`src/dpbs_defines.vh`:
```
// constants for the dual partition boot swap controller
`ifndef DPBS_DEFINES_VH
`define DPBS_DEFINES_VH
// ***************************************************
// register byte offsets (axi4-lite)
// ***************************************************
`define DPBS_OFF_CTRL      12'h000
`define DPBS_OFF_KEY       12'h004
`define DPBS_OFF_ADDR      12'h008
`define DPBS_OFF_SWAP      12'h00c
`define DPBS_OFF_SEQ       12'h010
`define DPBS_OFF_MODE      12'h014
`define DPBS_OFF_BOOT_SEGMENT_LIMIT     12'h018
`define DPBS_OFF_SEGSEC    12'h01c
`define DPBS_OFF_IRQ_STAT  12'h020
`define DPBS_OFF_IRQ_MASK  12'h024
// ***************************************************
// flash control register fields
// ***************************************************
`define DPBS_CTRL_WR       15
`define DPBS_CTRL_SWDONE   13
`define DPBS_CTRL_P2ACT    12
`define DPBS_CTRL_ERRBIT   11
`define DPBS_CTRL_OP_HI    3
`define DPBS_CTRL_OP_LO    0
// operation select codes
`define DPBS_OP_ROW        4'h2
`define DPBS_OP_PAGE       4'h3
`define DPBS_OP_PART       4'h4
// ***************************************************
// keys, offsets, sequence word layout
// ***************************************************
`define DPBS_KEY1          8'h55
`define DPBS_KEY2          8'haa
`define DPBS_INACT_OFS     24'h400000
`define DPBS_SEQ_W         12
// mode register bits
`define DPBS_MODE_PROT     0
`define DPBS_MODE_PRIV     1
// irq bits: 0 op done, 1 swap done, 2 op refused
`define DPBS_IRQ_W         3
// timing
`define DPBS_CLK_NS        50
`define DPBS_ROW_NS        2000
`define DPBS_PAGE_NS       20000
`define DPBS_PART_NS       200000
`endif

```
`src/dpbs_seq_pick.v`:
```
// boot partition selection from the two sequence words
`timescale 1ns/1ps
`include "dpbs_defines.vh"
module dpbs_seq_pick #(
   parameter SW = `DPBS_SEQ_W
) (
   input wire [2*SW-1:0] seq_word_p1,
   input wire [2*SW-1:0] seq_word_p2,
   output reg pick_p2
);
   // ***************************************************
   // validity and compare
   // ***************************************************
   wire v1 = (seq_word_p1[2*SW-1:SW] == ~seq_word_p1[SW-1:0]);
   wire v2 = (seq_word_p2[2*SW-1:SW] == ~seq_word_p2[SW-1:0]);
   // lower number wins, ties keep partition 1
   always @* begin
      if (v1 && v2)
         pick_p2 = (seq_word_p2[SW-1:0] < seq_word_p1[SW-1:0]);
      else if (v2)
         pick_p2 = 1'b1;
      else
         pick_p2 = 1'b0;
   end
endmodule // dpbs_seq_pick

```
`src/dpbs_ctrl.v`:
```
// dual partition flash sequencer with axi4-lite registers
//
// Notes on behaviour
// - inactive partition erased/programmed, cpu not stalled
// - operation code erases whole inactive partition
// - inactive address = active address plus offset
// - 24-bit sequence word: number and complement
// - lower valid sequence number boots active
// - invalid complement; single valid wins, else one
// - unlocked swap exchanges partitions, no reset
// - swap honoured only after ordered key pair
// - swap without keys acts as no-operation
// - swap keeps peripherals, ram; ignores config
// - swap done flag and active partition flag
// - protected mode blocks writes to partition one
// - each partition has own security segments
// - privileged mode freezes boot segment limit
// - write start bit self-clears on completion
//
// Design decisions made here: the AXI4-Lite interface to the registers and the register offsets.
`timescale 1ns/1ps
`include "dpbs_defines.vh"
module dpbs_ctrl #(
   parameter ROW_CYC = (`DPBS_ROW_NS + `DPBS_CLK_NS - 1) / `DPBS_CLK_NS,
   parameter PAGE_CYC = (`DPBS_PAGE_NS + `DPBS_CLK_NS - 1) / `DPBS_CLK_NS,
   parameter PART_CYC = (`DPBS_PART_NS + `DPBS_CLK_NS - 1) / `DPBS_CLK_NS,
   parameter BOOT_SEGMENT_LIMIT_W = 13
) (
   input wire CORE_CLK,
   input wire RST,
   input wire CLK_EN,
   input wire [23:0] SEQ_WORD_P1,
   input wire [23:0] SEQ_WORD_P2,
   input wire [11:0] S_AXI_AWADDR,
   input wire S_AXI_AWVALID,
   output reg S_AXI_AWREADY,
   input wire [31:0] S_AXI_WDATA,
   input wire [3:0] S_AXI_WSTRB,
   input wire S_AXI_WVALID,
   output reg S_AXI_WREADY,
   output reg [1:0] S_AXI_BRESP,
   output reg S_AXI_BVALID,
   input wire S_AXI_BREADY,
   input wire [11:0] S_AXI_ARADDR,
   input wire S_AXI_ARVALID,
   output reg S_AXI_ARREADY,
   output reg [31:0] S_AXI_RDATA,
   output reg [1:0] S_AXI_RRESP,
   output reg S_AXI_RVALID,
   input wire S_AXI_RREADY,
   output reg FLASH_BUSY,
   output reg FLASH_ERASE,
   output reg FLASH_PROG,
   output reg [23:0] FLASH_ADDR,
   output reg P2_ACTIVE,
   output reg IRQ
);
   // ***************************************************
   // state and registers
   // ***************************************************
   localparam ST_IDLE = 2'b01;
   localparam ST_RUN = 2'b10;
   localparam CW = 18;
   reg [1:0] st_r;
   reg [CW-1:0] cnt_r;
   reg [3:0] op_r;
   reg busy_r;
   reg swdone_r;
   reg err_r;
   reg p2act_r;
   reg [1:0] key_r; // 0 none, 1 first key seen, 2 unlocked
   reg [23:0] addr_r;
   reg [1:0] mode_r;
   reg mode_lock_r;
   reg [BOOT_SEGMENT_LIMIT_W-1:0] boot_segment_limit_r;
   reg [15:0] segsec_p1_r;
   reg [15:0] segsec_p2_r;
   reg [`DPBS_IRQ_W-1:0] ist_r;
   reg [`DPBS_IRQ_W-1:0] imask_r;
   reg boot_done_r;
   reg [1:0] wstate_r; // bit0 address held, bit1 data held
   reg [11:0] waddr_r;
   reg [31:0] wdata_r;
   reg [3:0] wstrb_r;
   wire pick_p2;

   // boot selection from the two sequence words
   dpbs_seq_pick #(
      .SW(`DPBS_SEQ_W)
   ) u_pick (
      .seq_word_p1(SEQ_WORD_P1),
      .seq_word_p2(SEQ_WORD_P2),
      .pick_p2(pick_p2)
   );

   // cycles for an operation code
   function [CW-1:0] op_cycles;
      input [3:0] op;
      begin
         case (op)
            `DPBS_OP_ROW: op_cycles = ROW_CYC[CW-1:0];
            `DPBS_OP_PAGE: op_cycles = PAGE_CYC[CW-1:0];
            default: op_cycles = PART_CYC[CW-1:0];
         endcase
      end
   endfunction

   // start codes the sequencer knows; anything else is refused
   function op_valid;
      input [3:0] op;
      begin
         op_valid = (op == `DPBS_OP_ROW) || (op == `DPBS_OP_PAGE)
            || (op == `DPBS_OP_PART);
      end
   endfunction

   // ***************************************************
   // axi write channel capture
   // ***************************************************
   wire aw_take = S_AXI_AWVALID && S_AXI_AWREADY;
   wire w_take = S_AXI_WVALID && S_AXI_WREADY;
   wire [1:0] wst_nxt = wstate_r | {w_take, aw_take};
   wire wr_go = (wst_nxt == 2'b11) && !S_AXI_BVALID;
   wire [11:0] wa = aw_take ? S_AXI_AWADDR : waddr_r;
   wire [31:0] wd = w_take ? S_AXI_WDATA : wdata_r;
   wire [3:0] ws = w_take ? S_AXI_WSTRB : wstrb_r;
   wire [11:0] wa_w = {wa[11:2], 2'b00};
   wire wr_ctrl = wr_go && (wa_w == `DPBS_OFF_CTRL);
   wire wr_key = wr_go && (wa_w == `DPBS_OFF_KEY) && ws[0];
   wire wr_addr = wr_go && (wa_w == `DPBS_OFF_ADDR);
   wire wr_swap = wr_go && (wa_w == `DPBS_OFF_SWAP) && ws[0] && wd[0];
   wire wr_mode = wr_go && (wa_w == `DPBS_OFF_MODE);
   wire wr_boot_segment_limit = wr_go && (wa_w == `DPBS_OFF_BOOT_SEGMENT_LIMIT);
   wire wr_seg = wr_go && (wa_w == `DPBS_OFF_SEGSEC);
   wire wr_ist = wr_go && (wa_w == `DPBS_OFF_IRQ_STAT) && ws[0];
   wire wr_imask = wr_go && (wa_w == `DPBS_OFF_IRQ_MASK) && ws[0];
   wire wr_known = wr_ctrl | wr_key | wr_addr | (wr_go && (wa_w == `DPBS_OFF_SWAP))
      | wr_mode | wr_boot_segment_limit | wr_seg | (wr_go && (wa_w == `DPBS_OFF_IRQ_STAT))
      | (wr_go && (wa_w == `DPBS_OFF_IRQ_MASK)) | (wr_go && (wa_w == `DPBS_OFF_SEQ));
   wire start_req = wr_ctrl && ws[1] && wd[`DPBS_CTRL_WR] && !busy_r;

   // protected mode forbids anything that touches partition 1 on the inactive side
   wire p1_inactive = p2act_r;
   wire blocked = mode_r[`DPBS_MODE_PROT] && p1_inactive;
   wire [3:0] op_new = ws[0] ? wd[`DPBS_CTRL_OP_HI:`DPBS_CTRL_OP_LO] : op_r;
   wire start_ok = start_req && (key_r == 2'd2) && !blocked && op_valid(op_new);
   wire start_bad = start_req && !start_ok;
   wire swap_ok = wr_swap && (key_r == 2'd2) && !busy_r;
   wire op_end = (st_r == ST_RUN) && (cnt_r == {{(CW-1){1'b0}}, 1'b1});
   wire [`DPBS_IRQ_W-1:0] ev = {start_bad, swap_ok, op_end};

   // ***************************************************
   // axi handshake and response
   // ***************************************************
   // one write at a time: stop taking until response accepted
   always @(posedge CORE_CLK) begin
      if (RST) begin
         S_AXI_AWREADY <= 1'b0;
         S_AXI_WREADY <= 1'b0;
         S_AXI_BVALID <= 1'b0;
         S_AXI_BRESP <= 2'b00;
         wstate_r <= 2'b00;
         waddr_r <= 12'h000;
         wdata_r <= 32'h00000000;
         wstrb_r <= 4'h0;
      end else if (CLK_EN) begin
         if (aw_take)
            waddr_r <= S_AXI_AWADDR;
         if (w_take) begin
            wdata_r <= S_AXI_WDATA;
            wstrb_r <= S_AXI_WSTRB;
         end
         if (wr_go) begin
            wstate_r <= 2'b00;
            S_AXI_BVALID <= 1'b1;
            S_AXI_BRESP <= wr_known ? 2'b00 : 2'b10;
            S_AXI_AWREADY <= 1'b0;
            S_AXI_WREADY <= 1'b0;
         end else begin
            wstate_r <= wst_nxt;
            S_AXI_AWREADY <= !wst_nxt[0] && !S_AXI_BVALID;
            S_AXI_WREADY <= !wst_nxt[1] && !S_AXI_BVALID;
         end
         if (S_AXI_BVALID && S_AXI_BREADY)
            S_AXI_BVALID <= 1'b0;
      end
   end

   // read path: one cycle to take, answer in the next
   always @(posedge CORE_CLK) begin
      if (RST) begin
         S_AXI_ARREADY <= 1'b0;
         S_AXI_RVALID <= 1'b0;
         S_AXI_RDATA <= 32'h00000000;
         S_AXI_RRESP <= 2'b00;
      end else if (CLK_EN) begin
         S_AXI_ARREADY <= !S_AXI_RVALID && !S_AXI_ARREADY;
         if (S_AXI_ARVALID && S_AXI_ARREADY) begin
            S_AXI_ARREADY <= 1'b0;
            S_AXI_RVALID <= 1'b1;
            S_AXI_RRESP <= 2'b00;
            case ({S_AXI_ARADDR[11:2], 2'b00})
               `DPBS_OFF_CTRL: S_AXI_RDATA <= {16'h0000, busy_r, 1'b0, swdone_r,
                  p2act_r, err_r, 7'h00, op_r};
               `DPBS_OFF_KEY: S_AXI_RDATA <= 32'h00000000; // key never reads back
               `DPBS_OFF_ADDR: S_AXI_RDATA <= {8'h00, addr_r};
               `DPBS_OFF_SWAP: S_AXI_RDATA <= 32'h00000000;
               `DPBS_OFF_SEQ: S_AXI_RDATA <= {8'h00, p2act_r ? SEQ_WORD_P2 : SEQ_WORD_P1};
               `DPBS_OFF_MODE: S_AXI_RDATA <= {29'h0, mode_lock_r, mode_r};
               `DPBS_OFF_BOOT_SEGMENT_LIMIT: S_AXI_RDATA <= {{(32-BOOT_SEGMENT_LIMIT_W){1'b0}}, boot_segment_limit_r};
               `DPBS_OFF_SEGSEC: S_AXI_RDATA <= {segsec_p2_r, segsec_p1_r};
               `DPBS_OFF_IRQ_STAT: S_AXI_RDATA <= {{(32-`DPBS_IRQ_W){1'b0}}, ist_r};
               `DPBS_OFF_IRQ_MASK: S_AXI_RDATA <= {{(32-`DPBS_IRQ_W){1'b0}}, imask_r};
               default: begin
                  S_AXI_RDATA <= 32'h00000000;
                  S_AXI_RRESP <= 2'b10;
               end
            endcase
         end else if (S_AXI_RVALID && S_AXI_RREADY) begin
            S_AXI_RVALID <= 1'b0;
         end
      end
   end

   // ***************************************************
   // boot pick, unlock keys, swap
   // ***************************************************
   // sequence words are sampled one cycle after reset release
   always @(posedge CORE_CLK) begin
      if (RST) begin
         boot_done_r <= 1'b0;
         p2act_r <= 1'b0;
         swdone_r <= 1'b0;
         key_r <= 2'd0;
      end else if (CLK_EN) begin
         if (!boot_done_r) begin
            boot_done_r <= 1'b1;
            p2act_r <= pick_p2;
         end else if (swap_ok) begin
            p2act_r <= !p2act_r;
         end
         // config words are not re-read on a soft swap; ram etc untouched
         // set wins over a firmware clear in the same cycle
         if (swap_ok)
            swdone_r <= 1'b1;
         else if (wr_ctrl && ws[1] && !wd[`DPBS_CTRL_SWDONE])
            swdone_r <= 1'b0;
         // unlocked only by 55 then aa; anything else restarts
         if (start_req || wr_swap)
            key_r <= 2'd0;
         else if (wr_key)
            key_r <= (wd[7:0] == `DPBS_KEY1) ? 2'd1 :
               ((wd[7:0] == `DPBS_KEY2) && key_r == 2'd1) ? 2'd2 : 2'd0;
      end
   end

   // ***************************************************
   // operation sequencer
   // ***************************************************
   // runs beside the cpu: the bus never waits on a busy flash
   always @(posedge CORE_CLK) begin
      if (RST) begin
         st_r <= ST_IDLE;
         cnt_r <= {CW{1'b0}};
         busy_r <= 1'b0;
         op_r <= 4'h0;
         err_r <= 1'b0;
         addr_r <= 24'h000000;
      end else if (CLK_EN) begin
         if (wr_addr)
            addr_r <= wd[23:0];
         if (wr_ctrl && ws[0] && !busy_r)
            op_r <= wd[`DPBS_CTRL_OP_HI:`DPBS_CTRL_OP_LO];
         if (start_bad)
            err_r <= 1'b1;
         else if (start_ok)
            err_r <= 1'b0;
         case (st_r)
            ST_IDLE: begin
               if (start_ok) begin
                  st_r <= ST_RUN;
                  busy_r <= 1'b1;
                  cnt_r <= op_cycles(op_new);
               end
            end
            ST_RUN: begin
               cnt_r <= cnt_r - {{(CW-1){1'b0}}, 1'b1};
               if (op_end) begin
                  st_r <= ST_IDLE;
                  busy_r <= 1'b0;
               end
            end
            default: st_r <= ST_IDLE;
         endcase
      end
   end
   // ***************************************************
   // modes, segment limit, security segments
   // ***************************************************
   // mode bits set once and then lock until reset
   always @(posedge CORE_CLK) begin
      if (RST) begin
         mode_r <= 2'b00;
         mode_lock_r <= 1'b0;
         boot_segment_limit_r <= {BOOT_SEGMENT_LIMIT_W{1'b0}};
         segsec_p1_r <= 16'h0000;
         segsec_p2_r <= 16'h0000;
      end else if (CLK_EN) begin
         if (wr_mode && !mode_lock_r) begin
            mode_r <= wd[1:0];
            mode_lock_r <= 1'b1;
         end
         if (wr_boot_segment_limit && !mode_r[`DPBS_MODE_PRIV])
            boot_segment_limit_r <= wd[BOOT_SEGMENT_LIMIT_W-1:0];
         if (wr_seg && ws[0] && ws[1])
            segsec_p1_r <= wd[15:0];
         if (wr_seg && ws[2] && ws[3])
            segsec_p2_r <= wd[31:16];
      end
   end

   // ***************************************************
   // interrupts and outputs
   // ***************************************************
   // write one to clear; a new event in the same cycle stays set
   always @(posedge CORE_CLK) begin
      if (RST) begin
         ist_r <= {`DPBS_IRQ_W{1'b0}};
         imask_r <= {`DPBS_IRQ_W{1'b0}};
         IRQ <= 1'b0;
         FLASH_BUSY <= 1'b0;
         FLASH_ERASE <= 1'b0;
         FLASH_PROG <= 1'b0;
         FLASH_ADDR <= 24'h000000;
         P2_ACTIVE <= 1'b0;
      end else if (CLK_EN) begin
         ist_r <= (ist_r & ~(wr_ist ? wd[`DPBS_IRQ_W-1:0] : {`DPBS_IRQ_W{1'b0}})) | ev;
         if (wr_imask)
            imask_r <= wd[`DPBS_IRQ_W-1:0];
         IRQ <= |(((ist_r & ~(wr_ist ? wd[`DPBS_IRQ_W-1:0] : {`DPBS_IRQ_W{1'b0}}))
            | ev) & (wr_imask ? wd[`DPBS_IRQ_W-1:0] : imask_r));
         FLASH_BUSY <= busy_r;
         FLASH_ERASE <= busy_r && (op_r != `DPBS_OP_ROW);
         FLASH_PROG <= busy_r && (op_r == `DPBS_OP_ROW);
         FLASH_ADDR <= addr_r + `DPBS_INACT_OFS;
         P2_ACTIVE <= p2act_r;
      end
   end
endmodule // dpbs_ctrl

```
`config.mk`:
```
export PLATFORM = sky130hd
export DESIGN_NAME = dpbs_ctrl
export DESIGN_NICKNAME = d
export VERILOG_FILES = /design/src/dpbs_seq_pick.v /design/src/dpbs_ctrl.v
export VERILOG_INCLUDE_DIRS = /design/src
export SDC_FILE = /design/constraint.sdc
export NUM_CORES = 1
export LEC_CHECK = 0
export ABC_AREA = 0
export ABC_CLOCK_PERIOD_IN_PS = 2950
export CORE_MARGIN = 2
export CORE_UTILIZATION = 58
export CTS_CLUSTER_DIAMETER = 40
export DETAILED_ROUTE_END_ITERATION = 6
export DONT_BUFFER_PORTS = 1
export GPL_ROUTABILITY_DRIVEN = 1
export PLACE_DENSITY = 0.76
export SLEW_MARGIN = 10
export SYNTH_ARGS = -nofsm -noshare
export SYNTH_HDL_FRONTEND = slang
export SYNTH_SLANG_ARGS = --single-unit
```
`constraint.sdc`:
```
create_clock -name CORE_CLK -period 2.95 [get_ports CORE_CLK]
set_input_delay 0.59 -clock CORE_CLK [delete_from_list [all_inputs] [get_ports CORE_CLK]]
set_output_delay 0.59 -clock CORE_CLK [all_outputs]
set_load 0.05 [all_outputs]
```
# Word level (Yosys, flattened, before mapping)
# Cells that the tools add are included.
[totals]
word_cells = 221
output_inout_bits = 70
register_bits = 229
[classes]
add_sub_neg = 2
bitwise_logic = 16
n_lt_le_gt_ge = 1
n_reduce_logical = 91
muxes = 39
n_eq_ne = 36
[ops]
columns = ["cell", "n"]
rows = [
  ["32-bit one-hot mux with 8 select lines", 1],
  ["10-bit by 3-bit == test with 1-bit output (second input constant)", 8],
  ["1-bit logical AND", 48],
  ["10-bit by 2-bit == test with 1-bit output (second input constant)", 4],
  ["10-bit by 4-bit == test with 1-bit output (second input constant)", 4],
  ["18-bit one-hot mux with 2 select lines", 1],
  ["32-bit 2-to-1 mux", 1],
  ["2-bit AND reduction", 15],
  ["24-bit by 23-bit adder with 24-bit output (second input constant)", 1],
  ["12-bit == test", 2],
  ["24-bit 2-to-1 mux", 1],
  ["12-bit inverter", 2],
  ["12-bit one-hot mux with 2 select lines", 1],
  ["10-bit by 1-bit == test with 1-bit output (second input constant)", 2],
  ["18-bit by 1-bit == test with 1-bit output (second input constant)", 1],
  ["18-bit 2-to-1 mux", 1],
  ["2-bit 2-to-1 mux", 9],
  ["18-bit by 1-bit subtractor with 18-bit output (second input constant)", 1],
  ["1-bit 2-to-1 mux", 17],
  ["4-bit by 2-bit == test with 1-bit output (second input constant)", 3],
  ["1-bit logical NOT", 12],
  ["12-bit logical NOT", 1],
  ["12-bit less-than comparator", 1],
  ["12-bit 2-to-1 mux", 1],
  ["other kinds (24)", 47],
]

# Depth between registers and ports, before layout
# Gate-level depths: netlist of run 1.
[logic_depth]
ltp_word = 16
mapped_depth = 11

# Modules after synthesis
# From an unflattened synthesis of run 1, not the netlist that was laid out.
[unflattened]
cells_unflattened = 1294
area_unflattened_um2 = 10890.4
[by_module_without_submodules]
columns = ["mod", "instances", "cells_each", "area_per_inst_um2"]
rows = [
  ["dpbs_ctrl", 1, 1224, 10354.9],
  ["dpbs_seq_pick", 1, 70, 535.5],
]

# Least setup slack after synthesis of run 1
# Ideal clock, no wire load.
[synth_timing]
path_type = "register to register"
startpoint = "register S_AXI_AWREADY"
endpoint = "register IRQ"
arrival_ns = 2.919
slack_ns = -0.091
period_less_slack_ns = 3.041
stages_incl_launch_ff = 10
required_time_ns = 2.828
cell_sequence = "dfxtp_1 > buf_2 > and2_1 > clkbuf_1 > mux2i_1 > nand3_1 > nor3_2 > mux2_2 > o211a_1 > a311o_1"
[synth_between]
elab_chain_cells = 16
elab_cells_between_ends = 34
classes_between = "4 x eq/ne; 3 x mux; 5 x bitwise; 22 x reduce/logical"
[synth_lines]
columns = ["item", "line", "source"]
rows = [
  ["start: declaration", "dpbs_ctrl.v:36", "output reg S_AXI_AWREADY,"],
  ["start signal: assignment", "dpbs_ctrl.v:181", "S_AXI_AWREADY <= !wst_nxt[0] && !S_AXI_BVALID;"],
  ["1-bit logical AND (*)", "dpbs_ctrl.v:120", "wire aw_take = S_AXI_AWVALID && S_AXI_AWREADY;"],
  ["2-bit OR", "dpbs_ctrl.v:122", "wire [1:0] wst_nxt = wstate_r | {w_take, aw_take};"],
  ["2-bit == test", "dpbs_ctrl.v:123", "wire wr_go = (wst_nxt == 2'b11) && !S_AXI_BVALID;"],
  ["1-bit logical AND", "dpbs_ctrl.v:123", ""],
  ["1-bit logical AND", "dpbs_ctrl.v:128", "wire wr_ctrl = wr_go && (wa_w == `DPBS_OFF_CTRL);"],
  ["1-bit logical AND (3 in series)", "dpbs_ctrl.v:140", "wire start_req = wr_ctrl && ws[1] && wd[`DPBS_CTRL_WR] && !busy_r;"],
  ["1-bit logical AND (3 in series)", "dpbs_ctrl.v:146", "wire start_ok = start_req && (key_r == 2'd2) && !blocked && op_valid(op_new);"],
  ["1-bit logical NOT", "dpbs_ctrl.v:147", "wire start_bad = start_req && !start_ok;"],
  ["1-bit logical AND", "dpbs_ctrl.v:147", ""],
  ["3-bit OR", "dpbs_ctrl.v:340", "IRQ <= |(((ist_r & ~(wr_ist ? wd[`DPBS_IRQ_W-1:0] : {`DPBS_IRQ_W{1'b0}}))"],
  ["3-bit bitwise AND (*)", "dpbs_ctrl.v:340", ""],
  ["3-bit OR reduction (*)", "dpbs_ctrl.v:340", ""],
  ["end signal: assignment", "dpbs_ctrl.v:340", ""],
  ["end: declaration", "dpbs_ctrl.v:56", "output reg IRQ"],
]
# Mark *: on every way between the ends. The rest lies on a longest branch, timed or not.
# A chain may end at the register's enable or synchronous reset.

# Worst setup path after layout of run 1
[layout_timing]
startpoint = "register S_AXI_WREADY"
endpoint = "register IRQ"
[layout_between]
elab_chain_cells = 16
elab_cells_between_ends = 37
classes_between = "4 x eq/ne; 5 x mux; 5 x bitwise; 23 x reduce/logical"
[layout_lines]
columns = ["item", "line", "source"]
rows = [
  ["start: declaration", "dpbs_ctrl.v:40", "output reg S_AXI_WREADY,"],
  ["start signal: assignment", "dpbs_ctrl.v:182", "S_AXI_WREADY <= !wst_nxt[1] && !S_AXI_BVALID;"],
  ["1-bit logical AND (*)", "dpbs_ctrl.v:121", "wire w_take = S_AXI_WVALID && S_AXI_WREADY;"],
  ["2-bit OR", "dpbs_ctrl.v:122", ""],
  ["2-bit == test", "dpbs_ctrl.v:123", ""],
  ["1-bit logical AND", "dpbs_ctrl.v:123", ""],
  ["1-bit logical AND", "dpbs_ctrl.v:128", ""],
  ["1-bit logical AND (3 in series)", "dpbs_ctrl.v:140", ""],
  ["1-bit logical AND (3 in series)", "dpbs_ctrl.v:146", ""],
  ["1-bit logical NOT", "dpbs_ctrl.v:147", ""],
  ["1-bit logical AND", "dpbs_ctrl.v:147", ""],
  ["3-bit OR", "dpbs_ctrl.v:340", ""],
  ["3-bit bitwise AND (*)", "dpbs_ctrl.v:340", ""],
  ["3-bit OR reduction (*)", "dpbs_ctrl.v:340", ""],
]
# Marked as above.

==> results summary, run 1 <==
The run finished, with violations left. The final reports fail on DRC. The count of flip-flops with a built-in enable after synthesis is 0. The critical path launch point type is a register. From left edge to right edge, the die measures 140 um. The data required time of the worst path is 3370 ps.

For this configuration, the core starts out at a cell density of 0.595. The fmax came out at 0.385 GHz. The worst-case clock skew is 10.7 ps.

The synthesis-stage register bit count is 225. The count of TritonRoute iterations in the first routing pass is 7. In this design, the largest share of critical-path delay is due to compound AO/OA/AOI/OAI gates. Setup repair after global routing left no endpoint under its margin. Dividing the synthesized area by the synthesized cell count gives 8.04 sq um.

The vertical die dimension came out at approximately 140 um. The fraction of final layout cells with drive strength greater than 1 is 0.0973. Of the total synthesized cell area, the portion taken by full adders, half adders and majority gates is 0.0152.

Input and output buffers added on the ports amount to 0. The aggregate global routing overflow is 0. The synthesized-area fraction occupied by ao, oa, aoi and oai cells came out at 0.190. The time the worst path needs with I/O delays and setup came out at 2600 ps. The cell area reported after detailed placement came out at 11100 sq um. The antenna diode instance count came out at 0. The core area came out at roughly 18000 sq um. The total track usage came out at 0.301. Of the total power, the clock network draws 0.519.

The worst setup path is captured at a register. In the routed layout, each cell is associated on average with a via count of ~6.2. For this block, the initial DRC count from the detailed router was roughly 960.

The final design utilization came out at 0.674. The most used flip-flop cell after synthesis is dfxtp_1. The switching share of power came out at 0.238. Measured against its own limit, the worst slew margin works out to 0.496. For this run, the register share of the synthesized area comes to 0.420.

The pin count of the biggest net entering global routing came out at 219. Of the available clock period, the critical path in the final layout requires 0.882. The final net count came out at 1452.

The initial antenna violation count is 0. CTS saw between 200 and 250 sinks. The final hold violation count came out at 0. The post-synthesis cell count came out at 1334. The most critical setup path has its startpoint at S_AXI_WREADY. The clock tree from TritonCTS is yes. The deepest clock path buffer count is 3. The critical path goes through buf_4, a21oi_1, a211oi_2, nand3b_1, nor3_1, a21boi_0, o211a_1, a311o_1. Of the total synthesized cell area, the portion taken by AND, OR, NAND and NOR gates is 0.228. The clock transition at the registers of the reported paths came out at about 50 ps. The global-route wire length before repair came out at 48200 um. The total die area came out at roughly 20000 sq um.

The share of async-settable or async-resettable flops after synthesis is 0. The switching power total came out at about 1.7 mW. The number of nets with antenna violations after routing came out at 0.

The cell with the biggest individual delay on the critical path is a211oi_2. The number of post-CTS setup repair buffers came out at 0. The final route contains 9704 vias. The power per cell area is 599 nW/um^2.

The standby leakage power is roughly 4.4 nW. The clock latency at the later pin of the worst-skew pair came out at about 550 ps. In this run the critical register-to-register path is launched from S_AXI_WREADY. The power share of the combinational group is 0.053. The startpoint-to-endpoint class of the critical path is register to register. Of the total synthesized cell area, the portion taken by XOR and XNOR cells is 0.0261. The worst register-to-register path ends at IRQ. On the worst path, the slowest cell contributes a delay of 370 ps.

The number of global-route vias before repair came to 9068. The number of hold buffers added after CTS was 0. The yosys synthesis warning count is 0. Summed over all layers, the routed wires come to 30500 um. The tree is rooted in a clkbuf_16.

The TritonCTS buffer count is 30. At the pin with the least slew margin, the transition time is 752 ps. Across the VDD grid, the largest voltage drop is 0.459 mV. The number of remaining DRC errors came out at 17.

The critical path ends at IRQ. The synthesis-to-finish area growth came out at 13.3%. CTS built an H-tree with a depth of 1. The setup slack of the most critical reg-to-reg path came out at 350 ps. The register share of total power came out at 0.428. Counting buffers and inverters, the worst setup path is 8 cells deep. Data on the critical path arrives at its endpoint at 3020 ps. The summed area of non-filler cells in the final layout came out at 12100 sq um. The cell count of the worst reg-to-reg path came out at 8.

The class of the tightest hold or removal check is input port to register. The final count of negative-setup-slack endpoints is 0. The final-report max-slew violation count came out at 0. The number of violations of the max-capacitance limit came out at 0. The combinational family with the most area after synthesis is simple AND/OR/NAND/NOR gates. Routability-driven placement finished with a final weighted congestion of roughly 0.94. The number of top-level pins came out at between 150 and 200. The mux cell area share after synthesis is 0.0775. The highest net fanout along the worst path came out at 11. Summed over all failing endpoints, the final setup total negative slack is 0 ps. The cell-internal power came out at around 5.5 mW. After detailed routing, the average wire length per cell comes to 19.4 um. Counting distinct cell types in the post-synthesis netlist gives 72. The floorplan has 49 rows. The netlist area before placement is around 11000 sq um.

The HPWL reported at the end of detailed placement is 21100 um. The number of instances resized during post-cts repair is 0. Counting both buffers and inverters, the worst setup path holds a total of 1.
-- worst min-delay path by stage --
stage | startpoint | endpoint | slack, ps | cells after the start
global route | RST | waddr_r[2] | 110 | 1
global placement | boot_segment_limit_r[11] | boot_segment_limit_r[11] | 440 | 2
floorplan | boot_segment_limit_r[6] | boot_segment_limit_r[6] | 430 | 2
detailed placement | boot_segment_limit_r[3] | boot_segment_limit_r[3] | 440 | 2
finish | RST | cnt_r[0] | 150 | 1
CTS | RST | FLASH_ERASE | 130 | 1
-- registers in the layout, summed over array words and instances (netlist names), 2 cells and up --
signal and flops:
FLASH_ADDR 24, S_AXI_RDATA 32, addr_r 24, boot_segment_limit_r 13, cnt_r 18, imask_r 3
ist_r 3, key_r 2, mode_r 2, op_r 4, segsec_p1_r 16, segsec_p2_r 16
st_r 2, waddr_r 10, wdata_r 32, wstate_r 2, wstrb_r 4
-- layout make-up --
type / count / area, sq um
fill: 1527 / 5880
clock inverter: 23 / 275
tap: 229 / 287
timing repair buffer: 44 / 405
multi-input combinational: 998 / 5790
clock buffer: 33 / 793
sequential: 225 / 4510
inverter: 24 / 90.1
-- metal layers --
metal	GRT usage	vias to the layer above	share of wire
met4	0.0763	0	0.019
met2	0.446	471	0.43
li1	-	4677	-
met1	0.437	4508	0.43
met3	0.0848	48	0.13
met5	0	-	0
-- worst reg2reg max path, cell delays in order (launching register included) --
cell      delay, ps
dfxtp_1         320
buf_4           260
a21oi_1         230
a211oi_2        370
nand3b_1        240
nor3_1          360
a21boi_0        180
o211a_1         280
a311o_1         260
-- logic make-up after synthesis --
logic type / after synthesis
AO/OA/AOI/OAI: 315
XOR/XNOR: 32
adder cells (fa/ha/maj): 13
buffers and inverters: 112
flip-flops: 225
multiplexers: 81
other: 1
AND/OR/NAND/NOR: 555
-- synth_stat cells, types with 7 or more instances --
library cell | count | area (sq um)
nand4_1 | 7 | 43.8
xnor2_1 | 14 | 123
a21oi_1 | 151 | 756
or4_1 | 8 | 60.1
a222oi_1 | 20 | 200
inv_1 | 24 | 90.1
nor4_1 | 10 | 62.6
a211oi_1 | 26 | 195
nor2_1 | 179 | 672
o21ai_0 | 34 | 170
ha_1 | 13 | 163
nor2b_1 | 8 | 50.1
nand2b_1 | 8 | 50.1
nand3_1 | 29 | 145
buf_2 | 9 | 45.0
dfxtp_1 | 225 | 4500
nor3_1 | 22 | 110
xor2_1 | 18 | 158
mux2_2 | 12 | 135
nand2_1 | 244 | 916
a31oi_1 | 9 | 56.3
a22oi_1 | 8 | 60.1
a311oi_1 | 13 | 114
clkbuf_1 | 67 | 251
buf_1 | 7 | 26.3
mux2i_1 | 68 | 681
-- metrics by stage --
step / setup slack [ps] / std cells / power [mW] / hold slack, ps
after global placement: 279 / 1520 / 3.55 / 436
final: 349 / 1576 / 7.27 / 147
after floorplan: 84.9 / 1335 / 3.50 / 431
after CTS: 379 / 1576 / 7.29 / 133
after detailed placement: 262 / 1520 / 3.55 / 444
after global routing: 145 / 1576 / 7.46 / 112
-- placed cells by master, fill, tap and decap left out, types with 9 or more instances in the layout --
cell type | Yosys | final
a211oi_1 | 26 | 26
a21oi_1 | 151 | 151
a222oi_1 | 20 | 20
a311oi_1 | 13 | 13
a31oi_1 | 9 | 9
buf_4 | 2 | 38
clkbuf_16 | 0 | 31
dfxtp_1 | 225 | 224
ha_1 | 13 | 13
inv_1 | 24 | 24
mux2_2 | 12 | 12
mux2i_1 | 68 | 68
nand2_1 | 244 | 244
nand3_1 | 29 | 29
nor2_1 | 179 | 177
nor3_1 | 22 | 21
nor4_1 | 10 | 10
o21ai_0 | 34 | 34
xnor2_1 | 14 | 14
xor2_1 | 18 | 18
-- power by group through the flow --
stage	logic [mW]	clock network [mW]	registers, mW
6_report	0.385	3.77	3.11
4_1_cts	0.378	3.80	3.11
5_1_grt	0.418	3.92	3.11
3_5_place_dp	0.375	0	3.18
3_3_place_gp	0.368	0	3.18
2_1_floorplan	0.325	0	3.18
No activity file was read; power rests on OpenSTA's default activity.
==> run 2: changes to the inputs <==
==> constraint.sdc (replaced) <==
create_clock -name CORE_CLK -period 2.95 [get_ports CORE_CLK]
set_input_delay 0.1475 -clock CORE_CLK [delete_from_list [all_inputs] [get_ports CORE_CLK]]
set_output_delay 0.1475 -clock CORE_CLK [all_outputs]
set_load 0.05 [all_outputs]
==> run 2 against run 1 <==
Net effect: the run still ends with DRC left; die area unchanged; fmax is 8.4% lower; hold slack got worse by 140 ps; combinational power rose by 32%; sequential share of layout area fell by 2.5 points; critical path type unchanged; critical endpoint is now ist_r[2]; largest power group unchanged.
==> results summary, run 2 (synthesized netlist as in run 1, its figures left out) <==
The setup slack of the most critical reg-to-reg path was 110 ps (-240 ps). The worst register-to-register path begins at S_AXI_WREADY. The via count of the routed design is 10300 (+5.7%).

The final-report max-slew violation count is 0 (unchanged). The final net count was 1542 (+6.2%). The number of fillers in the final layout came out at 1404 (-8.1%).

The number of violations of the max-capacitance limit came out at 0 (unchanged). The number of remaining DRC errors is 6 (-11). In the final layout, the registers with the most flip-flops are S_AXI_RDATA x32, wdata_r x32. The time the worst path needs with I/O delays and setup came out at 2840 ps (+237 ps). The switching power total came out at 1.71 mW (-1.0%).

The TritonCTS buffer count came to 29 (-3.3%). TritonCTS built the clock tree. The final sum of negative setup slack is 0 ps (unchanged). The footprint of the flip-flops and latches is 4510 sq um (about the same). The horizontal die dimension was 140 um (unchanged).

The HPWL reported at the end of detailed placement is 21300 um (+0.95%). The hold-critical path depth is 3 (+2). The power per cell area came out at 557 nW/um^2 (-7.1%). The reg-to-reg critical path endpoint is ist_r[2]. The total die area is 19600 sq um (unchanged).

The number of nets with antenna violations after routing is 0 (unchanged). The pin count of the biggest net entering global routing is 161 (-26%). CTS placed an instance of clkbuf_16 at the clock tree root.

The summed area of non-filler cells in the final layout is 13000 sq um (+7.1%). The worst-case clock skew is 14.4 ps (+3.78 ps). The row count is 49 (unchanged). The register share of total power is 0.430 (+0.002).

The sink of the worst hold path is IRQ. The number of global-route vias before repair came to 9509 (+4.9%). The detail-routed via count per cell came out at 6.17 (+0.16%). The worst hold path belongs to the class input port to register. The worst-case vdd ir drop came to 0.496 mV (+7.9%). The top cell types in the final layout, fill and taps aside, are 244 x nand2_1, 223 x dfxtp_1, 177 x nor2_1, 151 x a21oi_1, 94 x dlygate4sd3_1. The global placement routability congestion came out at 0.911 (-3.5%). Leaving out fill and tap cells, the most frequent cell in the layout is nand2_1. The cell-internal power came to 5.53 mW (-0.25%). The initial core utilization is 0.595 (unchanged). The data required time of the worst path came to 3360 ps (about the same). The final count of negative-setup-slack endpoints came out at 0 (unchanged). The highest net fanout along the worst path came out at 12 (+1).

The critical path's largest stage delay came to 570 ps (+200 ps). The number of top-level pins came out at 186 (unchanged). The core area came out at 18000 sq um (unchanged). The hold path startpoint is CLK_EN. The count of buffers inserted at the top-level ports is 0 (unchanged). The fmax came to 0.352 GHz (-8.4%). The data arrival time of the critical path is 3250 ps (+230 ps).

Setup repair after global routing left no endpoint under its margin. The category of the worst setup path capture point is a register. The clock network fraction of total power came out at 0.499 (-0.020). The depth of the CTS H-tree is 1 (unchanged). The violation count after the first detailed-routing iteration came out at 1203 (+26%). The total detailed-routing wirelength was 32600 um (+6.8%). The critical path launch point type is a register. The deepest clock path buffer count came to 3 (unchanged).

The standby leakage power is 4.85 nW (+11%). The cell count of the worst reg-to-reg path is 7 (-1). The antenna diode instance count came to 0 (unchanged). The final worst-path cycle share came out at 0.962 (+0.0805).

The checks that failed: DRC. The number of clock sinks seen by CTS came out at 225 (unchanged). The clock latency at the later pin of the worst-skew pair came out at 540 ps (about the same).

The transition time of the tightest slew-check pin is 709 ps (-42.5 ps). The count of TritonRoute iterations in the first routing pass came to 7 (unchanged). The clock transition at the registers of the reported paths is 60 ps (about the same).

The wire length per cell came out at 19.6 um (+1.2%). The final hold violation count came to 0 (unchanged). The global-route wire length before repair is 50900 um (+5.5%). The initial antenna violation count was 0 (unchanged).

The fraction of final layout cells with drive strength greater than 1 is 0.0886 (-0.00869). The tightest hold margin was 3.83 ps (-143 ps). The multi-input combinational cell area is 5800 sq um (+0.30%). The switching share of power came to 0.237 (-0.00139). The vertical die dimension came out at 140 um (unchanged). The largest individual stage delay along the critical path comes from the cell dlygate4sd3_1. The cell area reported after detailed placement came out at 11000 sq um (-0.79%).

The critical path in this run is classified as register to register. Traced cell by cell, the critical path runs through and2_4, mux2_4, or3_4, a221oi_1, nand2b_1, a21oi_1, dlygate4sd3_1. The synthesis-to-finish area growth is 21.4%. The aggregate global routing overflow is 0 (unchanged). The power share of the combinational group is 0.070 (+0.017). The total track usage came to 0.319 (+0.0178). The flow ran to the end, but the final reports show violations. The remaining max-slew budget at the tightest pin came out at 0.527 (+0.0310).
run 2: cell count changes in the layout (fill, tap and decap cells not counted), sizes merged:
cell / delta
dlygate4sd3: +94
clkinv: -8
inv: -2
buf: -3
clkbuf: +6
bufinv: -1
clkinvlp: +1
run 2: layout make-up:
| cell class | count | area share |
|---|---|---|
| tap | 229 | 0.0220 |
| timing repair buffer | 135 | 0.101 |
| sequential | 225 | 0.346 |
| inverter | 24 | 0.00693 |
| clock inverter | 13 | 0.0135 |
| multi-input combinational | 998 | 0.446 |
| clock buffer | 39 | 0.0641 |
run 2: power groups by stage:
stage | registers (mW) | clock network, mW | logic (mW)
6_report | 3.12 | 3.61 | 0.510
5_1_grt | 3.12 | 3.74 | 0.549
4_1_cts | 3.11 | 3.62 | 0.497
3_5_place_dp | 3.18 | 0 | 0.371
3_3_place_gp | 3.18 | 0 | 0.365
2_1_floorplan | 3.18 | 0 | 0.325
run 2: what timing repair did:
action                                  4_1_cts  5_1_grt
endpoints found under the hold margin       218        0
hold buffers                                 96        0
endpoints found under the setup margin        0       14
gates resized for setup                       0        5
buffers inserted                              0        0
run 2: metrics by stage:
stage	util	std cells	setup WS [ps]	total power, mW
2_1_floorplan	-	1335	84.9	3.50
6_report	0.722	1663	112	7.24
5_1_grt	0.722	1663	13.8	7.40
4_1_cts	0.721	1663	27.2	7.23
3_5_place_dp	0.609	1515	201	3.55
3_3_place_gp	0.609	1515	262	3.54
run 2: worst max-delay path, delay by kind of cell (launching register included):
family / cells / cell delay, ps
AO/OA/AOI/OAI: 2 / 530
buffers and inverters: 1 / 570
flip-flops: 1 / 430
multiplexers: 1 / 340
AND/OR/NAND/NOR: 3 / 820
run 2: per-layer routing:
layer  vias up  wire, um  global-route usage
met5         -         0                   0
met4         0       672              0.0753
met3        54      3820              0.0868
met2       537     14600               0.500
met1      4811     13500               0.443
li1       4854         -                   -
run 2: worst max-delay path by stage:
stage / from / endpoint
after floorplan: S_AXI_AWREADY / IRQ
after global placement: S_AXI_WREADY / segsec_p1_r[6]
after detailed placement: S_AXI_WREADY / segsec_p1_r[3]
after CTS: S_AXI_WREADY / ist_r[2]
after global routing: S_AXI_AWREADY / ist_r[0]
final: S_AXI_WREADY / ist_r[2]
